===== config.mk =====
export PLATFORM = sky130hd
export DESIGN_NAME = qtimer_regs
export DESIGN_NICKNAME = d
export VERILOG_FILES = /design/src/pkg/qtimer_pkg.sv /design/src/hw/qtimer_regs.sv
export SDC_FILE = /design/constraint.sdc
export NUM_CORES = 2
export LEC_CHECK = 0
export BUFFER_PORTS_ARGS = -buffer_cell sky130_fd_sc_hd__buf_2
export CORE_ASPECT_RATIO = 2
export CORE_MARGIN = 8
export CORE_UTILIZATION = 40
export CTS_CLUSTER_SIZE = 24
export DETAILED_ROUTE_END_ITERATION = 8
export GPL_ROUTABILITY_DRIVEN = 0
export HOLD_SLACK_MARGIN = 0.08
export PLACE_DENSITY_LB_ADDON = 0.1
export RECOVER_POWER = 100
export SYNTH_ARGS = -nofsm -noshare
export SYNTH_HDL_FRONTEND = slang
export SYNTH_SLANG_ARGS = --single-unit
export TNS_END_PERCENT = 30

===== constraint.sdc =====
create_clock -name mclk_i -period 5.6 [get_ports mclk_i]
set_clock_uncertainty 0.2 [all_clocks]
set_input_delay 0 -clock mclk_i [delete_from_list [all_inputs] [get_ports mclk_i]]
set_output_delay 0 -clock mclk_i [all_outputs]
set_load 0.02 [all_outputs]

===== src/pkg/qtimer_pkg.sv =====
// constants, field layouts and bus carriers of the timer register block
package qtimer_pkg;
    localparam int NUM_CHAN = 3;
    localparam int ADDR_W = 8;
    // per-channel offsets
    localparam logic [1:0] CHAN_LAST = 2'h2;
    localparam logic [5:0] OFF_CHAN_CMD = 6'h00;
    localparam logic [5:0] OFF_CHAN_MODE = 6'h04;
    localparam logic [5:0] OFF_STEPPER = 6'h08;
    localparam logic [5:0] OFF_COUNTER = 6'h10;
    localparam logic [5:0] OFF_CAP_A = 6'h14;
    localparam logic [5:0] OFF_CAP_B = 6'h18;
    localparam logic [5:0] OFF_PERIOD_C = 6'h1C;
    localparam logic [5:0] OFF_CHAN_STATUS = 6'h20;
    localparam logic [5:0] OFF_CHAN_IRQ_EN = 6'h24;
    localparam logic [5:0] OFF_CHAN_IRQ_DIS = 6'h28;
    localparam logic [5:0] OFF_CHAN_IRQ_MASK = 6'h2C;
    // block offsets
    localparam logic [7:0] OFF_BLOCK_CMD = 8'hC0;
    localparam logic [7:0] OFF_BLOCK_MODE = 8'hC4;
    localparam logic [7:0] OFF_DEC_IRQ_EN = 8'hC8;
    localparam logic [7:0] OFF_DEC_IRQ_DIS = 8'hCC;
    localparam logic [7:0] OFF_DEC_IRQ_MASK = 8'hD0;
    localparam logic [7:0] OFF_DEC_IRQ_STAT = 8'hD4;
    localparam logic [7:0] OFF_WLOCK = 8'hE4;
    // command, mode and status bits
    localparam int CMD_CLOCK_ON = 0;
    localparam int CMD_CLOCK_OFF = 1;
    localparam int CMD_SOFT_TRIG = 2;
    localparam int CMD_BLOCK_TRIG = 0;
    localparam int MODE_WAVE = 15;
    localparam int STATUS_CLOCK_ON = 16;
    // block mode fields
    localparam int SEL0_LSB = 0;
    localparam int SEL1_LSB = 2;
    localparam int SEL2_LSB = 4;
    localparam int BM_DEC_EN = 8;
    localparam int BM_POS_EN = 9;
    localparam int BM_SPEED_EN = 10;
    localparam int BM_BYPASS = 11;
    localparam int BM_SINGLE = 12;
    localparam int BM_INV_A = 13;
    localparam int BM_INV_B = 14;
    localparam int BM_INV_IDX = 15;
    localparam int BM_SWAP = 16;
    localparam int BM_IDX_ROUTE = 17;
    localparam int BM_FILT_EN = 19;
    localparam int DEB_LSB = 20;
    localparam int DEB_W = 6;
    localparam logic [31:0] BLOCK_MODE_MASK = 32'h03FB_FF3F;
    localparam logic [1:0] SEL_PIN = 2'h0;
    localparam logic [1:0] SEL_ALT = 2'h2;
    localparam logic [1:0] SEL_CHAN2 = 2'h3;
    // decoder flags, direction bit and gap counter width
    localparam int Q_INDEX = 0;
    localparam int Q_REVERSAL = 1;
    localparam int Q_FAULT = 2;
    localparam int Q_DIR = 8;
    localparam int GAP_W = 7;
    // write lock and bus response codes
    localparam int WL_EN = 0;
    localparam int WL_KEY_LSB = 8;
    localparam logic [23:0] WL_KEY = 24'h54_494D;
    localparam logic [1:0] RESP_OKAY = 2'h0;
    localparam logic [1:0] RESP_SLVERR = 2'h2;

    typedef struct packed {
        logic awvalid;
        logic [ADDR_W-1:0] awaddr;
        logic wvalid;
        logic [31:0] wdata;
        logic [3:0] wstrb;
        logic bready;
        logic arvalid;
        logic [ADDR_W-1:0] araddr;
        logic rready;
    } axil_req_t;

    typedef struct packed {
        logic awready;
        logic wready;
        logic bvalid;
        logic [1:0] bresp;
        logic arready;
        logic rvalid;
        logic [31:0] rdata;
        logic [1:0] rresp;
    } axil_rsp_t;
endpackage


===== src/hw/qtimer_regs.sv =====
// register interface, clock nets and quadrature front end of the timer block
//
// Register access over AXI4-Lite was chosen for this implementation.
`timescale 1ns/1ps
module qtimer_regs
    import qtimer_pkg::*;
(
    // clock, reset, enable
    input wire logic mclk_i,
    input wire logic nrst_i,
    input wire logic ce_i,
    // register bus
    input wire axil_req_t axil_req_i,
    output axil_rsp_t axil_rsp_o,
    // pins
    input wire logic [2:0] ext_clock_pin_i,
    input wire logic [2:0] chan_line_a_i,
    input wire logic chan0_line_b_i,
    // counting logic
    input wire logic [2:0][15:0] counter_value_i,
    // outputs to counting logic
    output logic [2:0] ext_clock_net_o,
    output logic [2:0] chan_clock_on_o,
    output logic [2:0] chan_trigger_o,
    output logic quad_edge_o,
    output logic quad_dir_o,
    output logic index_pulse_o,
    output logic position_mode_o,
    output logic speed_mode_o,
    output logic decoder_irq_o
);

    typedef struct packed {
        logic [6:0] sync1;
        logic [6:0] sync2;
        logic [2:0][DEB_W-1:0] filt_cnt;
        logic [2:0] filt_val;
        logic [2:0] prev;
        logic last_b;
        logic [GAP_W-1:0] gap;
        logic dir;
        logic [2:0] qstat;
        logic [2:0] qmask;
        logic [31:0] block_mode;
        logic wlock;
        logic [2:0][31:0] chan_mode;
        logic [2:0][31:0] stepper;
        logic [2:0][31:0] cap_a;
        logic [2:0][31:0] cap_b;
        logic [2:0][31:0] period_c;
        logic [2:0][7:0] chan_mask;
        logic [2:0] clk_on;
        logic [2:0] trig;
        logic [2:0] ext_net;
        logic edge_p;
        logic index_p;
        logic pos_mode;
        logic speed_mode;
        logic irq;
        logic aw_held;
        logic w_held;
        logic [ADDR_W-1:0] awaddr;
        logic [31:0] wdata;
        logic [3:0] wstrb;
        axil_rsp_t rsp;
    } state_t;

    state_t s_reg;
    state_t s_next;

    // byte lanes of a write merged into an old value
    function automatic logic [31:0] merge(input logic [31:0] old_v,
                                          input logic [31:0] new_v,
                                          input logic [3:0] strb);
        logic [31:0] r;
        r = old_v;
        for (int i = 0; i < 4; i++) begin
            if (strb[i]) begin
                r[i*8 +: 8] = new_v[i*8 +: 8];
            end
        end
        return r;
    endfunction

    function automatic logic net_sel(input logic [1:0] sel, input logic pin,
                                     input logic alt, input logic ch2);
        logic r;
        r = 1'b0;
        unique case (sel)
            SEL_PIN: r = pin;
            SEL_ALT: r = alt;
            SEL_CHAN2: r = ch2;
            default: r = 1'b0;
        endcase
        return r;
    endfunction

    // channel part of an address, invalid above the last channel
    function automatic logic chan_hit(input logic [ADDR_W-1:0] a);
        return a[7:6] <= CHAN_LAST;
    endfunction

    logic [2:0] pin_a;
    logic pin_b;
    logic [2:0] pin_clk;
    logic [DEB_W-1:0] deb;
    logic dec_en;
    logic [2:0] raw;
    logic qa;
    logic qb;
    logic qi;
    logic ea;
    logic eb;
    logic new_dir;
    logic [2:0] qset;
    logic [2:0] qclr;
    logic wr;
    logic [1:0] wch;
    logic [5:0] woff;
    logic [31:0] wd;
    logic rd;
    logic [1:0] rch;
    logic [5:0] roff;
    logic [31:0] rdat;
    logic rok;
    logic wok;
    logic protect;
    logic [2:0] trig_all;

    always_comb begin
        s_next = s_reg;
        pin_a = s_reg.sync2[2:0];
        pin_b = s_reg.sync2[3];
        pin_clk = s_reg.sync2[6:4];
        s_next.sync1 = {ext_clock_pin_i, chan0_line_b_i, chan_line_a_i};
        s_next.sync2 = s_reg.sync1;
        deb = s_reg.block_mode[DEB_LSB +: DEB_W];
        dec_en = s_reg.block_mode[BM_DEC_EN];
        protect = s_reg.wlock;

        // external clock nets
        s_next.ext_net[0] = net_sel(s_reg.block_mode[SEL0_LSB +: 2],
                                    pin_clk[0], pin_a[1], pin_a[2]);
        s_next.ext_net[1] = net_sel(s_reg.block_mode[SEL1_LSB +: 2],
                                    pin_clk[1], pin_a[0], pin_a[2]);
        s_next.ext_net[2] = net_sel(s_reg.block_mode[SEL2_LSB +: 2],
                                    pin_clk[2], pin_a[1], pin_a[2]);

        // input filter: phase A, phase B, index on channel 1 line A
        raw = {pin_a[1], pin_b, pin_a[0]};
        for (int i = 0; i < 3; i++) begin
            if (!dec_en || !s_reg.block_mode[BM_FILT_EN]) begin
                s_next.filt_val[i] = raw[i];
                s_next.filt_cnt[i] = '0;
            end else if (raw[i] == s_reg.filt_val[i]) begin
                s_next.filt_cnt[i] = '0;
            end else if (s_reg.filt_cnt[i] >= deb) begin
                // level held for deb+1 samples before it is accepted
                s_next.filt_val[i] = raw[i];
                s_next.filt_cnt[i] = '0;
            end else begin
                s_next.filt_cnt[i] = s_reg.filt_cnt[i] + 1'b1;
            end
        end

        // polarity, exchange and index routing
        qa = s_reg.filt_val[0] ^ s_reg.block_mode[BM_INV_A];
        qb = s_reg.filt_val[1] ^ s_reg.block_mode[BM_INV_B];
        if (s_reg.block_mode[BM_SWAP]) begin
            {qa, qb} = {qb, qa};
        end
        qi = (s_reg.block_mode[BM_IDX_ROUTE] ? s_reg.filt_val[1]
              : s_reg.filt_val[2]) ^ s_reg.block_mode[BM_INV_IDX];
        s_next.prev = {qi, qb, qa};

        // edges and direction
        ea = dec_en && (qa != s_reg.prev[0]);
        eb = dec_en && (qb != s_reg.prev[1])
             && !s_reg.block_mode[BM_SINGLE];
        new_dir = s_reg.dir;
        if (ea) begin
            new_dir = qa ^ qb;
        end else if (eb) begin
            new_dir = ~(qa ^ qb);
        end
        qset = '0;
        if ((ea || eb) && !s_reg.block_mode[BM_BYPASS]) begin
            s_next.dir = new_dir;
            qset[Q_REVERSAL] = new_dir != s_reg.dir;
        end
        // two phase edges no more than deb+1 cycles apart is a fault
        if ((ea && eb) || (ea && s_reg.last_b && s_reg.gap <= GAP_W'(deb))
            || (eb && !s_reg.last_b && s_reg.gap <= GAP_W'(deb))) begin
            qset[Q_FAULT] = 1'b1;
        end
        if (ea || eb) begin
            s_next.gap = '0;
            s_next.last_b = eb && !ea;
        end else if (s_reg.gap != '1) begin
            s_next.gap = s_reg.gap + 1'b1;
        end
        qset[Q_INDEX] = dec_en && qi && !s_reg.prev[2];
        s_next.edge_p = ea || eb;
        s_next.index_p = qset[Q_INDEX];
        s_next.pos_mode = dec_en && s_reg.block_mode[BM_POS_EN];
        s_next.speed_mode = dec_en && s_reg.block_mode[BM_SPEED_EN];

        // register bus: write side
        s_next.trig = '0;
        trig_all = '0;
        s_next.rsp.bvalid = s_reg.rsp.bvalid && !axil_req_i.bready;
        if (axil_req_i.awvalid && s_reg.rsp.awready) begin
            s_next.aw_held = 1'b1;
            s_next.awaddr = axil_req_i.awaddr;
        end
        if (axil_req_i.wvalid && s_reg.rsp.wready) begin
            s_next.w_held = 1'b1;
            s_next.wdata = axil_req_i.wdata;
            s_next.wstrb = axil_req_i.wstrb;
        end
        wr = s_reg.aw_held && s_reg.w_held && !s_reg.rsp.bvalid;
        wch = s_reg.awaddr[7:6];
        woff = s_reg.awaddr[5:0];
        wd = s_reg.wdata;
        wok = 1'b0;
        if (wr) begin
            wok = 1'b1;
            if (chan_hit(s_reg.awaddr)) begin
                unique case (woff)
                    OFF_CHAN_CMD: begin
                        if (s_reg.wstrb[0]) begin
                            if (wd[CMD_CLOCK_OFF]) begin
                                s_next.clk_on[wch] = 1'b0;
                            end else if (wd[CMD_CLOCK_ON]) begin
                                s_next.clk_on[wch] = 1'b1;
                            end
                            if (wd[CMD_SOFT_TRIG]) begin
                                s_next.trig[wch] = 1'b1;
                            end
                        end
                    end
                    OFF_CHAN_MODE: if (!protect) begin
                        s_next.chan_mode[wch] = merge(s_reg.chan_mode[wch],
                                                      wd, s_reg.wstrb);
                    end
                    OFF_STEPPER: if (!protect) begin
                        s_next.stepper[wch] = merge(s_reg.stepper[wch],
                                                    wd, s_reg.wstrb);
                    end
                    OFF_CAP_A: begin
                        if (!protect && s_reg.chan_mode[wch][MODE_WAVE]) begin
                            s_next.cap_a[wch] = merge(s_reg.cap_a[wch],
                                                      wd, s_reg.wstrb);
                        end
                    end
                    OFF_CAP_B: begin
                        if (!protect && s_reg.chan_mode[wch][MODE_WAVE]) begin
                            s_next.cap_b[wch] = merge(s_reg.cap_b[wch],
                                                      wd, s_reg.wstrb);
                        end
                    end
                    OFF_PERIOD_C: if (!protect) begin
                        s_next.period_c[wch] = merge(s_reg.period_c[wch],
                                                     wd, s_reg.wstrb);
                    end
                    OFF_CHAN_IRQ_EN: if (s_reg.wstrb[0]) begin
                        s_next.chan_mask[wch] = s_reg.chan_mask[wch]
                                                | wd[7:0];
                    end
                    OFF_CHAN_IRQ_DIS: if (s_reg.wstrb[0]) begin
                        s_next.chan_mask[wch] = s_reg.chan_mask[wch]
                                                & ~wd[7:0];
                    end
                    OFF_COUNTER, OFF_CHAN_STATUS, OFF_CHAN_IRQ_MASK: ;
                    default: wok = 1'b0;
                endcase
            end else begin
                unique case (s_reg.awaddr)
                    OFF_BLOCK_CMD: begin
                        if (s_reg.wstrb[0] && wd[CMD_BLOCK_TRIG]) begin
                            trig_all = '1;
                        end
                    end
                    OFF_BLOCK_MODE: if (!protect) begin
                        s_next.block_mode = merge(s_reg.block_mode, wd,
                                s_reg.wstrb) & BLOCK_MODE_MASK;
                    end
                    OFF_DEC_IRQ_EN: if (s_reg.wstrb[0]) begin
                        s_next.qmask = s_reg.qmask | wd[2:0];
                    end
                    OFF_DEC_IRQ_DIS: if (s_reg.wstrb[0]) begin
                        s_next.qmask = s_reg.qmask & ~wd[2:0];
                    end
                    OFF_WLOCK: begin
                        // key spans the upper three lanes
                        if (&s_reg.wstrb
                            && wd[WL_KEY_LSB +: 24] == WL_KEY) begin
                            s_next.wlock = wd[WL_EN];
                        end
                    end
                    OFF_DEC_IRQ_MASK, OFF_DEC_IRQ_STAT: ;
                    default: wok = 1'b0;
                endcase
            end
            s_next.aw_held = 1'b0;
            s_next.w_held = 1'b0;
            s_next.rsp.bvalid = 1'b1;
            s_next.rsp.bresp = wok ? RESP_OKAY : RESP_SLVERR;
        end
        // a trigger always starts the clock, even against a clock-off
        s_next.trig = s_next.trig | trig_all;
        s_next.clk_on = s_next.clk_on | s_next.trig;

        // register bus: read side
        qclr = '0;
        s_next.rsp.rvalid = s_reg.rsp.rvalid && !axil_req_i.rready;
        rd = axil_req_i.arvalid && s_reg.rsp.arready;
        rch = axil_req_i.araddr[7:6];
        roff = axil_req_i.araddr[5:0];
        rdat = '0;
        rok = 1'b1;
        if (chan_hit(axil_req_i.araddr)) begin
            unique case (roff)
                OFF_CHAN_MODE: rdat = s_reg.chan_mode[rch];
                OFF_STEPPER: rdat = s_reg.stepper[rch];
                OFF_COUNTER: rdat = {16'h0000, counter_value_i[rch]};
                OFF_CAP_A: rdat = s_reg.cap_a[rch];
                OFF_CAP_B: rdat = s_reg.cap_b[rch];
                OFF_PERIOD_C: rdat = s_reg.period_c[rch];
                OFF_CHAN_STATUS: rdat[STATUS_CLOCK_ON] = s_reg.clk_on[rch];
                OFF_CHAN_IRQ_MASK: rdat[7:0] = s_reg.chan_mask[rch];
                OFF_CHAN_CMD, OFF_CHAN_IRQ_EN, OFF_CHAN_IRQ_DIS: ;
                default: rok = 1'b0;
            endcase
        end else begin
            unique case (axil_req_i.araddr)
                OFF_BLOCK_MODE: rdat = s_reg.block_mode;
                OFF_DEC_IRQ_MASK: rdat[2:0] = s_reg.qmask;
                OFF_DEC_IRQ_STAT: begin
                    rdat[2:0] = s_reg.qstat;
                    rdat[Q_DIR] = s_reg.dir;
                    qclr = rd ? 3'b111 : 3'b000;
                end
                OFF_WLOCK: rdat[WL_EN] = s_reg.wlock;
                OFF_BLOCK_CMD, OFF_DEC_IRQ_EN, OFF_DEC_IRQ_DIS: ;
                default: rok = 1'b0;
            endcase
        end
        if (rd) begin
            s_next.rsp.rvalid = 1'b1;
            s_next.rsp.rdata = rdat;
            s_next.rsp.rresp = rok ? RESP_OKAY : RESP_SLVERR;
        end

        // an event in the clearing cycle survives the read
        s_next.qstat = (s_reg.qstat & ~qclr) | qset;
        s_next.irq = |(s_next.qstat & s_next.qmask);

        // ready flags registered so the outputs leave flops directly
        s_next.rsp.awready = !s_next.aw_held && !s_next.rsp.bvalid;
        s_next.rsp.wready = !s_next.w_held && !s_next.rsp.bvalid;
        s_next.rsp.arready = !s_next.rsp.rvalid;
    end

    always_ff @(posedge mclk_i) begin
        if (!nrst_i) begin
            s_reg <= '0;
        end else if (ce_i) begin
            s_reg <= s_next;
        end
    end

    assign axil_rsp_o = s_reg.rsp;
    assign ext_clock_net_o = s_reg.ext_net;
    assign chan_clock_on_o = s_reg.clk_on;
    assign chan_trigger_o = s_reg.trig;
    assign quad_edge_o = s_reg.edge_p;
    assign quad_dir_o = s_reg.dir;
    assign index_pulse_o = s_reg.index_p;
    assign position_mode_o = s_reg.pos_mode;
    assign speed_mode_o = s_reg.speed_mode;
    assign decoder_irq_o = s_reg.irq;

endmodule


## Word-level counts from Yosys, hierarchy flattened

Cells that the tools add are included.

- Register bits after elaboration: 682
- Output and inout port bits: 56
- Logic and storage cells: 463

- Add/sub/neg operators: 4
- Order comparisons: 9
- Eq/ne operators: 53
- Mux-type cells: 234
- Bitwise operators: 22
- Reductions and logical operators: 83

Operators by type and width:

| operator | count |
|---|---|
| 2-to-1 mux 96 bit | 10 |
| 2-to-1 mux 8 bit | 105 |
| binary-select mux 32 bit (select 2 bit) | 10 |
| 2-to-1 mux 546 bit | 1 |
| 2-to-1 mux 510 bit | 1 |
| bitwise mux 96 bit | 5 |
| 2-to-1 mux 32 bit | 13 |
| equality test 8 bit, second input constant | 14 |
| one-hot mux 15 bit (5 select lines) | 1 |
| 2-to-1 mux 6 bit | 12 |
| demux 32 bit (select 2 bit) | 1 |
| one-hot mux 8 bit (7 select lines) | 1 |
| bitwise mux 24 bit | 2 |
| equality test 6 x 5 -> 1 bit, second input constant | 8 |
| equality test 6 bit, second input constant | 8 |
| 2-to-1 mux 24 bit | 2 |
| one-hot mux 24 bit (2 select lines) | 1 |
| one-hot mux 8 bit (6 select lines) | 1 |
| 2-to-1 mux 3 bit | 14 |
| 2-to-1 mux 36 bit | 1 |
| 2-to-1 mux 35 bit | 1 |
| binary-select mux 16 bit (select 2 bit) | 1 |
| binary-select mux 8 bit (select 2 bit) | 2 |
| AND reduction 5 bit | 6 |
| 52 further kinds | 184 |

## Longest topological paths before layout

- Depth after elaboration: 14
- Mapped depth: 10

## Worst setup path after synthesis

No wires, ideal clock.

- Path kind: reg-to-reg
- Start: register s_reg[83] (netlist bit)
- End: register s_reg, in the netlist decoder_irq_o
- Library setup time: 0.120 ns
- Arrival: 2.060 ns
- Data required time: 5.280 ns
- Setup slack: 3.220 ns
- Cell stages (with the launch flop): 9
- Path through: dfxtp_1 buf_2 clkbuf_1 nand3_1 nor4_1 nand3_1 mux2i_1 nor3_1 a211o_1

- Word-level cells in the longest chain between the ends: 6
- Elaborated cells between the ends (all ways): 8
- Those cells by class: order compare: 1; eq/ne: 2; mux: 3; bitwise: 1; reduce/logical: 1

RTL lines:

| item | RTL line | RTL |
|---|---|---|
| start, declared | qtimer_regs.sv:68 | `state_t s_reg;` |
| start signal, assigned | qtimer_regs.sv:369 | `s_reg <= s_next;` |
| equality test 8 bit | qtimer_regs.sv:278 | `unique case (s_reg.awaddr)` |
| one-hot mux 3 bit (2 select lines) | qtimer_regs.sv:278 |  |
| 2-to-1 mux 36 bit * | qtimer_regs.sv:228 | `if (chan_hit(s_reg.awaddr)) begin` |
| 2-to-1 mux 546 bit * | qtimer_regs.sv:226 | `if (wr) begin` |
| bitwise AND 3 bit * | qtimer_regs.sv:357 | `s_next.irq = \|(s_next.qstat & s_next.qmask);` |
| OR reduction 3 bit * | qtimer_regs.sv:357 |  |

Mark *: on every way between the ends. The rest lies on a longest branch, timed or not.
A chain may end at the register's enable or synchronous reset.

## Final worst setup path

- Start: input axil_req_i[6] (netlist bit)
- End: register s_reg, in the netlist axil_rsp_o[16]

- Word-level cells in the longest chain between the ends: 3
- Elaborated cells between the ends (all ways): 10
- Those cells by class: eq/ne: 7; mux: 3

RTL lines:

| item | RTL line | RTL |
|---|---|---|
| start, declared | qtimer_regs.sv:13 | `input wire axil_req_t axil_req_i,` |
| equality test 6 x 5 -> 1 bit, or another cell as far along | qtimer_regs.sv:323 | `unique case (roff)` |
| one-hot mux 8 bit (6 select lines) / 2-to-1 mux 17 bit (equally long branches) | qtimer_regs.sv:323, qtimer_regs.sv:336 |  |
| 2-to-1 mux 32 bit * | qtimer_regs.sv:322 | `if (chan_hit(axil_req_i.araddr)) begin` |

Marks and branches as above.

==> impl_metrics.py <==
metrics = {
    "clock_tree": {
        "cts_inserted_buffers": 67,
        "clock_sinks": 680,
        "clk_pin_slew_ps": 70,
        "htreeDepth": 3,
        "clk_latency_ps": 670,
        "cts_buffer_depth": 3,
        "cts_tree": "done",
        "cts_root_buffer": "clkbuf_16",
    },
    "placed_design": {
        "post_dp_cell_area_um2": 35600,
        "io_buffers": 168,
        "dp_hpwl_mm": 91.4,
        "dp_slack_ps": 2100,
    },
    "global_routing": {
        "grtUsageTotal_pct": 28.2,
        "first_global_vias": 33000,
        "antenna_found_initial": 1,
        "grt_pass1_wl_mm": 210,
        "grt_max_degree": 163,
        "grt-ovfl-total": 0,
    },
    "finish": {
        "area_growth_syn_to_layout_pct": 16.1,
        "final_common_cell": "nand2_1",
        "fin_area_um2": 39900,
        "layout_common_cells": "nand2_1 (787), dfxtp_1 (675), a21oi_1 (479)",
        "drive_gt1_share_pct": 7.30,
        "nets": 4706,
    },
    "synth": {
        "synth_ff_type": "dfxtp_1",
        "ys_types": 78,
        "syn_inst": 4449,
        "synthesis.area_um2": 34400,
        "synth_edf_count": 0,
        "ys_warn_count": 0,
        "synth_seq_cells": 680,
        "avgSynthCellArea_um2": 7.73,
        "synth_seq_area_share_pct": 39.6,
        "async_flop_share_pct": 0,
    },
    "routing": {
        "wl_per_cell_um": 24.7,
        "drtIter0Drc": 3149,
        "dr.pass1.iters": 9,
        "routed_wl_mm": 141,
        "drc": 0,
        "ant_nets": 0,
        "avgViaCountPerCell": 5.98,
        "vias": 34000,
    },
    "critical_path": {
        "crit_path_end": "axil_rsp_o[16]",
        "reg2reg_from": "s_reg[83]",
        "path_delay_family": "buffers and inverters",
        "required_ps": 5990,
        "crit_start": "axil_req_i[6]",
        "rrSetupSlack_ps": 710,
        "crit_cells": 11,
        "cp-end-kind": "register",
        "slowest_stage": "or4b_1",
        "rr_worst_depth": 5,
        "cp-start-kind": "primary input",
        "path_cells": "dlygate4sd3_1 -> clkbuf_1 -> or4b_1 -> nor2_4 -> clkbuf_1 -> a222oi_1 -> a22oi_1 -> dlygate4sd3_1 -> o21ai_0 -> dlygate4sd3_1 -> a21oi_1",
        "worstPathArrival_ps": 5330,
        "crit_fanout": 25,
        "critPathMostFrequentCell": "dlygate4sd3_1",
        "slowest_delay_ps": 790,
        "worst-path-buf-inv": 5,
        "crit_type": "primary input to register",
    },
    "floorplan": {
        "start_util_pct": 40.2,
        "die-area_um2": 96200,
        "die_width_um": 223,
        "coreArea_um2": 85600,
        "fp-row-count": 152,
        "dieHeight_um": 431,
        "io_pins": 171,
    },
    "status": {
        "violations": "max-capacitance violations, max-slew violations",
        "status": "complete, but fails checks",
    },
    "power_and_ir_drop": {
        "power_mw": 10.4,
        "peakVddDrop_uv": 247,
        "power_density_nw_per_um2": 262,
        "p_leak_nw": 13.1,
    },
    "sta": {
        "setup-violations-final": 0,
        "finalCritPeriodShare_pct": 88.1,
        "fin_crit_ps": 4930,
        "tightest_slew_ps": 3200,
        "fmax_mhz": 203,
        "fin_setup_tns_ps": 0,
        "report.final.slew_viol_count": 347,
        "relSlewSlack_pct": -113,
        "rsz0062_at_grt": "no",
        "setup_slack_ps": 668,
        "hold_viol": 0,
        "timing.hold.ws_ps": 147,
    },
    "job": {
        "maxCapViolations": 10,
    },
    "hold_path": {
        "hp-class": "primary input to register",
    },
}
-- worst min-delay path: stages --
cell and delay [ps]:
buf_2 140, a222oi_1 80, a22oi_1 150, o21ai_0 350
a21oi_1 250
-- synthesized netlist by cell type (5+ instances only) --
library cell | number | area (um^2)
nor2_1 | 303 | 1140
o211ai_1 | 10 | 75.1
ha_1 | 28 | 350
o221ai_1 | 9 | 78.8
nor3_1 | 12 | 60.1
xnor2_1 | 13 | 114
a41oi_1 | 10 | 87.6
o31a_1 | 8 | 70.1
a211oi_1 | 47 | 353
o21a_1 | 107 | 803
a22o_1 | 6 | 52.6
nand4_1 | 15 | 93.8
nor4b_1 | 5 | 43.8
and2_1 | 34 | 213
a21oi_1 | 479 | 2400
mux2_2 | 7 | 78.8
inv_1 | 17 | 63.8
a21o_1 | 11 | 82.6
nor3b_1 | 9 | 67.6
a31oi_1 | 14 | 87.6
a222oi_1 | 38 | 380
a221o_1 | 6 | 60.1
nand3_1 | 347 | 1740
buf_1 | 46 | 173
o21ai_0 | 377 | 1890
a21boi_0 | 8 | 60.1
mux2i_1 | 325 | 3250
a221oi_1 | 27 | 236
o21ai_1 | 9 | 45.0
xor2_1 | 8 | 70.1
nor2b_1 | 18 | 113
dfxtp_1 | 680 | 13600
o22ai_1 | 39 | 244
buf_4 | 50 | 375
nand2_1 | 796 | 2990
clkbuf_1 | 289 | 1080
a22oi_1 | 60 | 450
nand3b_1 | 5 | 37.5
nand2b_1 | 42 | 263
buf_2 | 38 | 190
or4_1 | 16 | 120
and3_1 | 13 | 81.3
-- per-layer routing --
layer  global-route usage, %  up-vias  share of wire [%]
li1                        -    15900                  -
met1                    33.4    16500                 40
met2                    49.4     1286                 49
met3                    4.16      351                5.9
met4                    13.4        0                5.1
met5                       0        -                  0
-- metrics by stage --
step	cells	util (%)
2_1_floorplan	4450	-
3_3_place_gp	5354	41.6
3_5_place_dp	5354	41.6
4_1_cts	5692	46.8
5_1_grt	5693	46.7
6_report	5694	46.7
-- cell families after synthesis --
group | Yosys count | share of synthesized area [%]
adder cells (fa/ha/maj) | 28 | 1.02
AND/OR/NAND/NOR | 1646 | 21.0
flip-flops | 680 | 39.6
XOR/XNOR | 21 | 0.535
AO/OA/AOI/OAI | 1297 | 22.5
multiplexers | 335 | 9.89
buffers and inverters | 441 | 5.50
other | 1 | 0.0109
-- what timing repair did --
action | 4_1_cts | 5_1_grt
gates resized for setup | 0 | 0
endpoints found under the hold margin | 215 | 0
buffers inserted | 0 | 0
hold buffers | 218 | 0
-- where the power goes --
part | switching, mW | total, mW | internal (mW)
Clock | 2.10 | 4.86 | 2.76
Sequential | 0.0396 | 4.90 | 4.86
Combinational | 0.442 | 0.687 | 0.245
Total | 2.58 | 10.4 | 7.87
-- worst min-delay path by stage --
stage,startpoint,endpoint,depth (start not counted)
2_1_floorplan,axil_req_i[41],wd[26],2
3_3_place_gp,chan0_line_b_i,s_next[680],3
3_5_place_dp,chan0_line_b_i,s_next[680],3
4_1_cts,counter_value_i[10],axil_rsp_o[12],5
5_1_grt,counter_value_i[40],axil_rsp_o[10],5
6_report,counter_value_i[10],axil_rsp_o[12],5
-- final cells by class --
class                           instances  area, um^2
Multi-Input combinational cell       3329       19000
Sequential cell                       680       13600
Clock inverter                         19         275
Tap cell                             1078        1350
Antenna cell                            2        5.00
Fill cell                            8570       45700
Clock buffer                          101        2010
Inverter                               18        75.1
Timing Repair Buffer                  467        3570
Note: power is estimated with default switching activity, not from simulation.
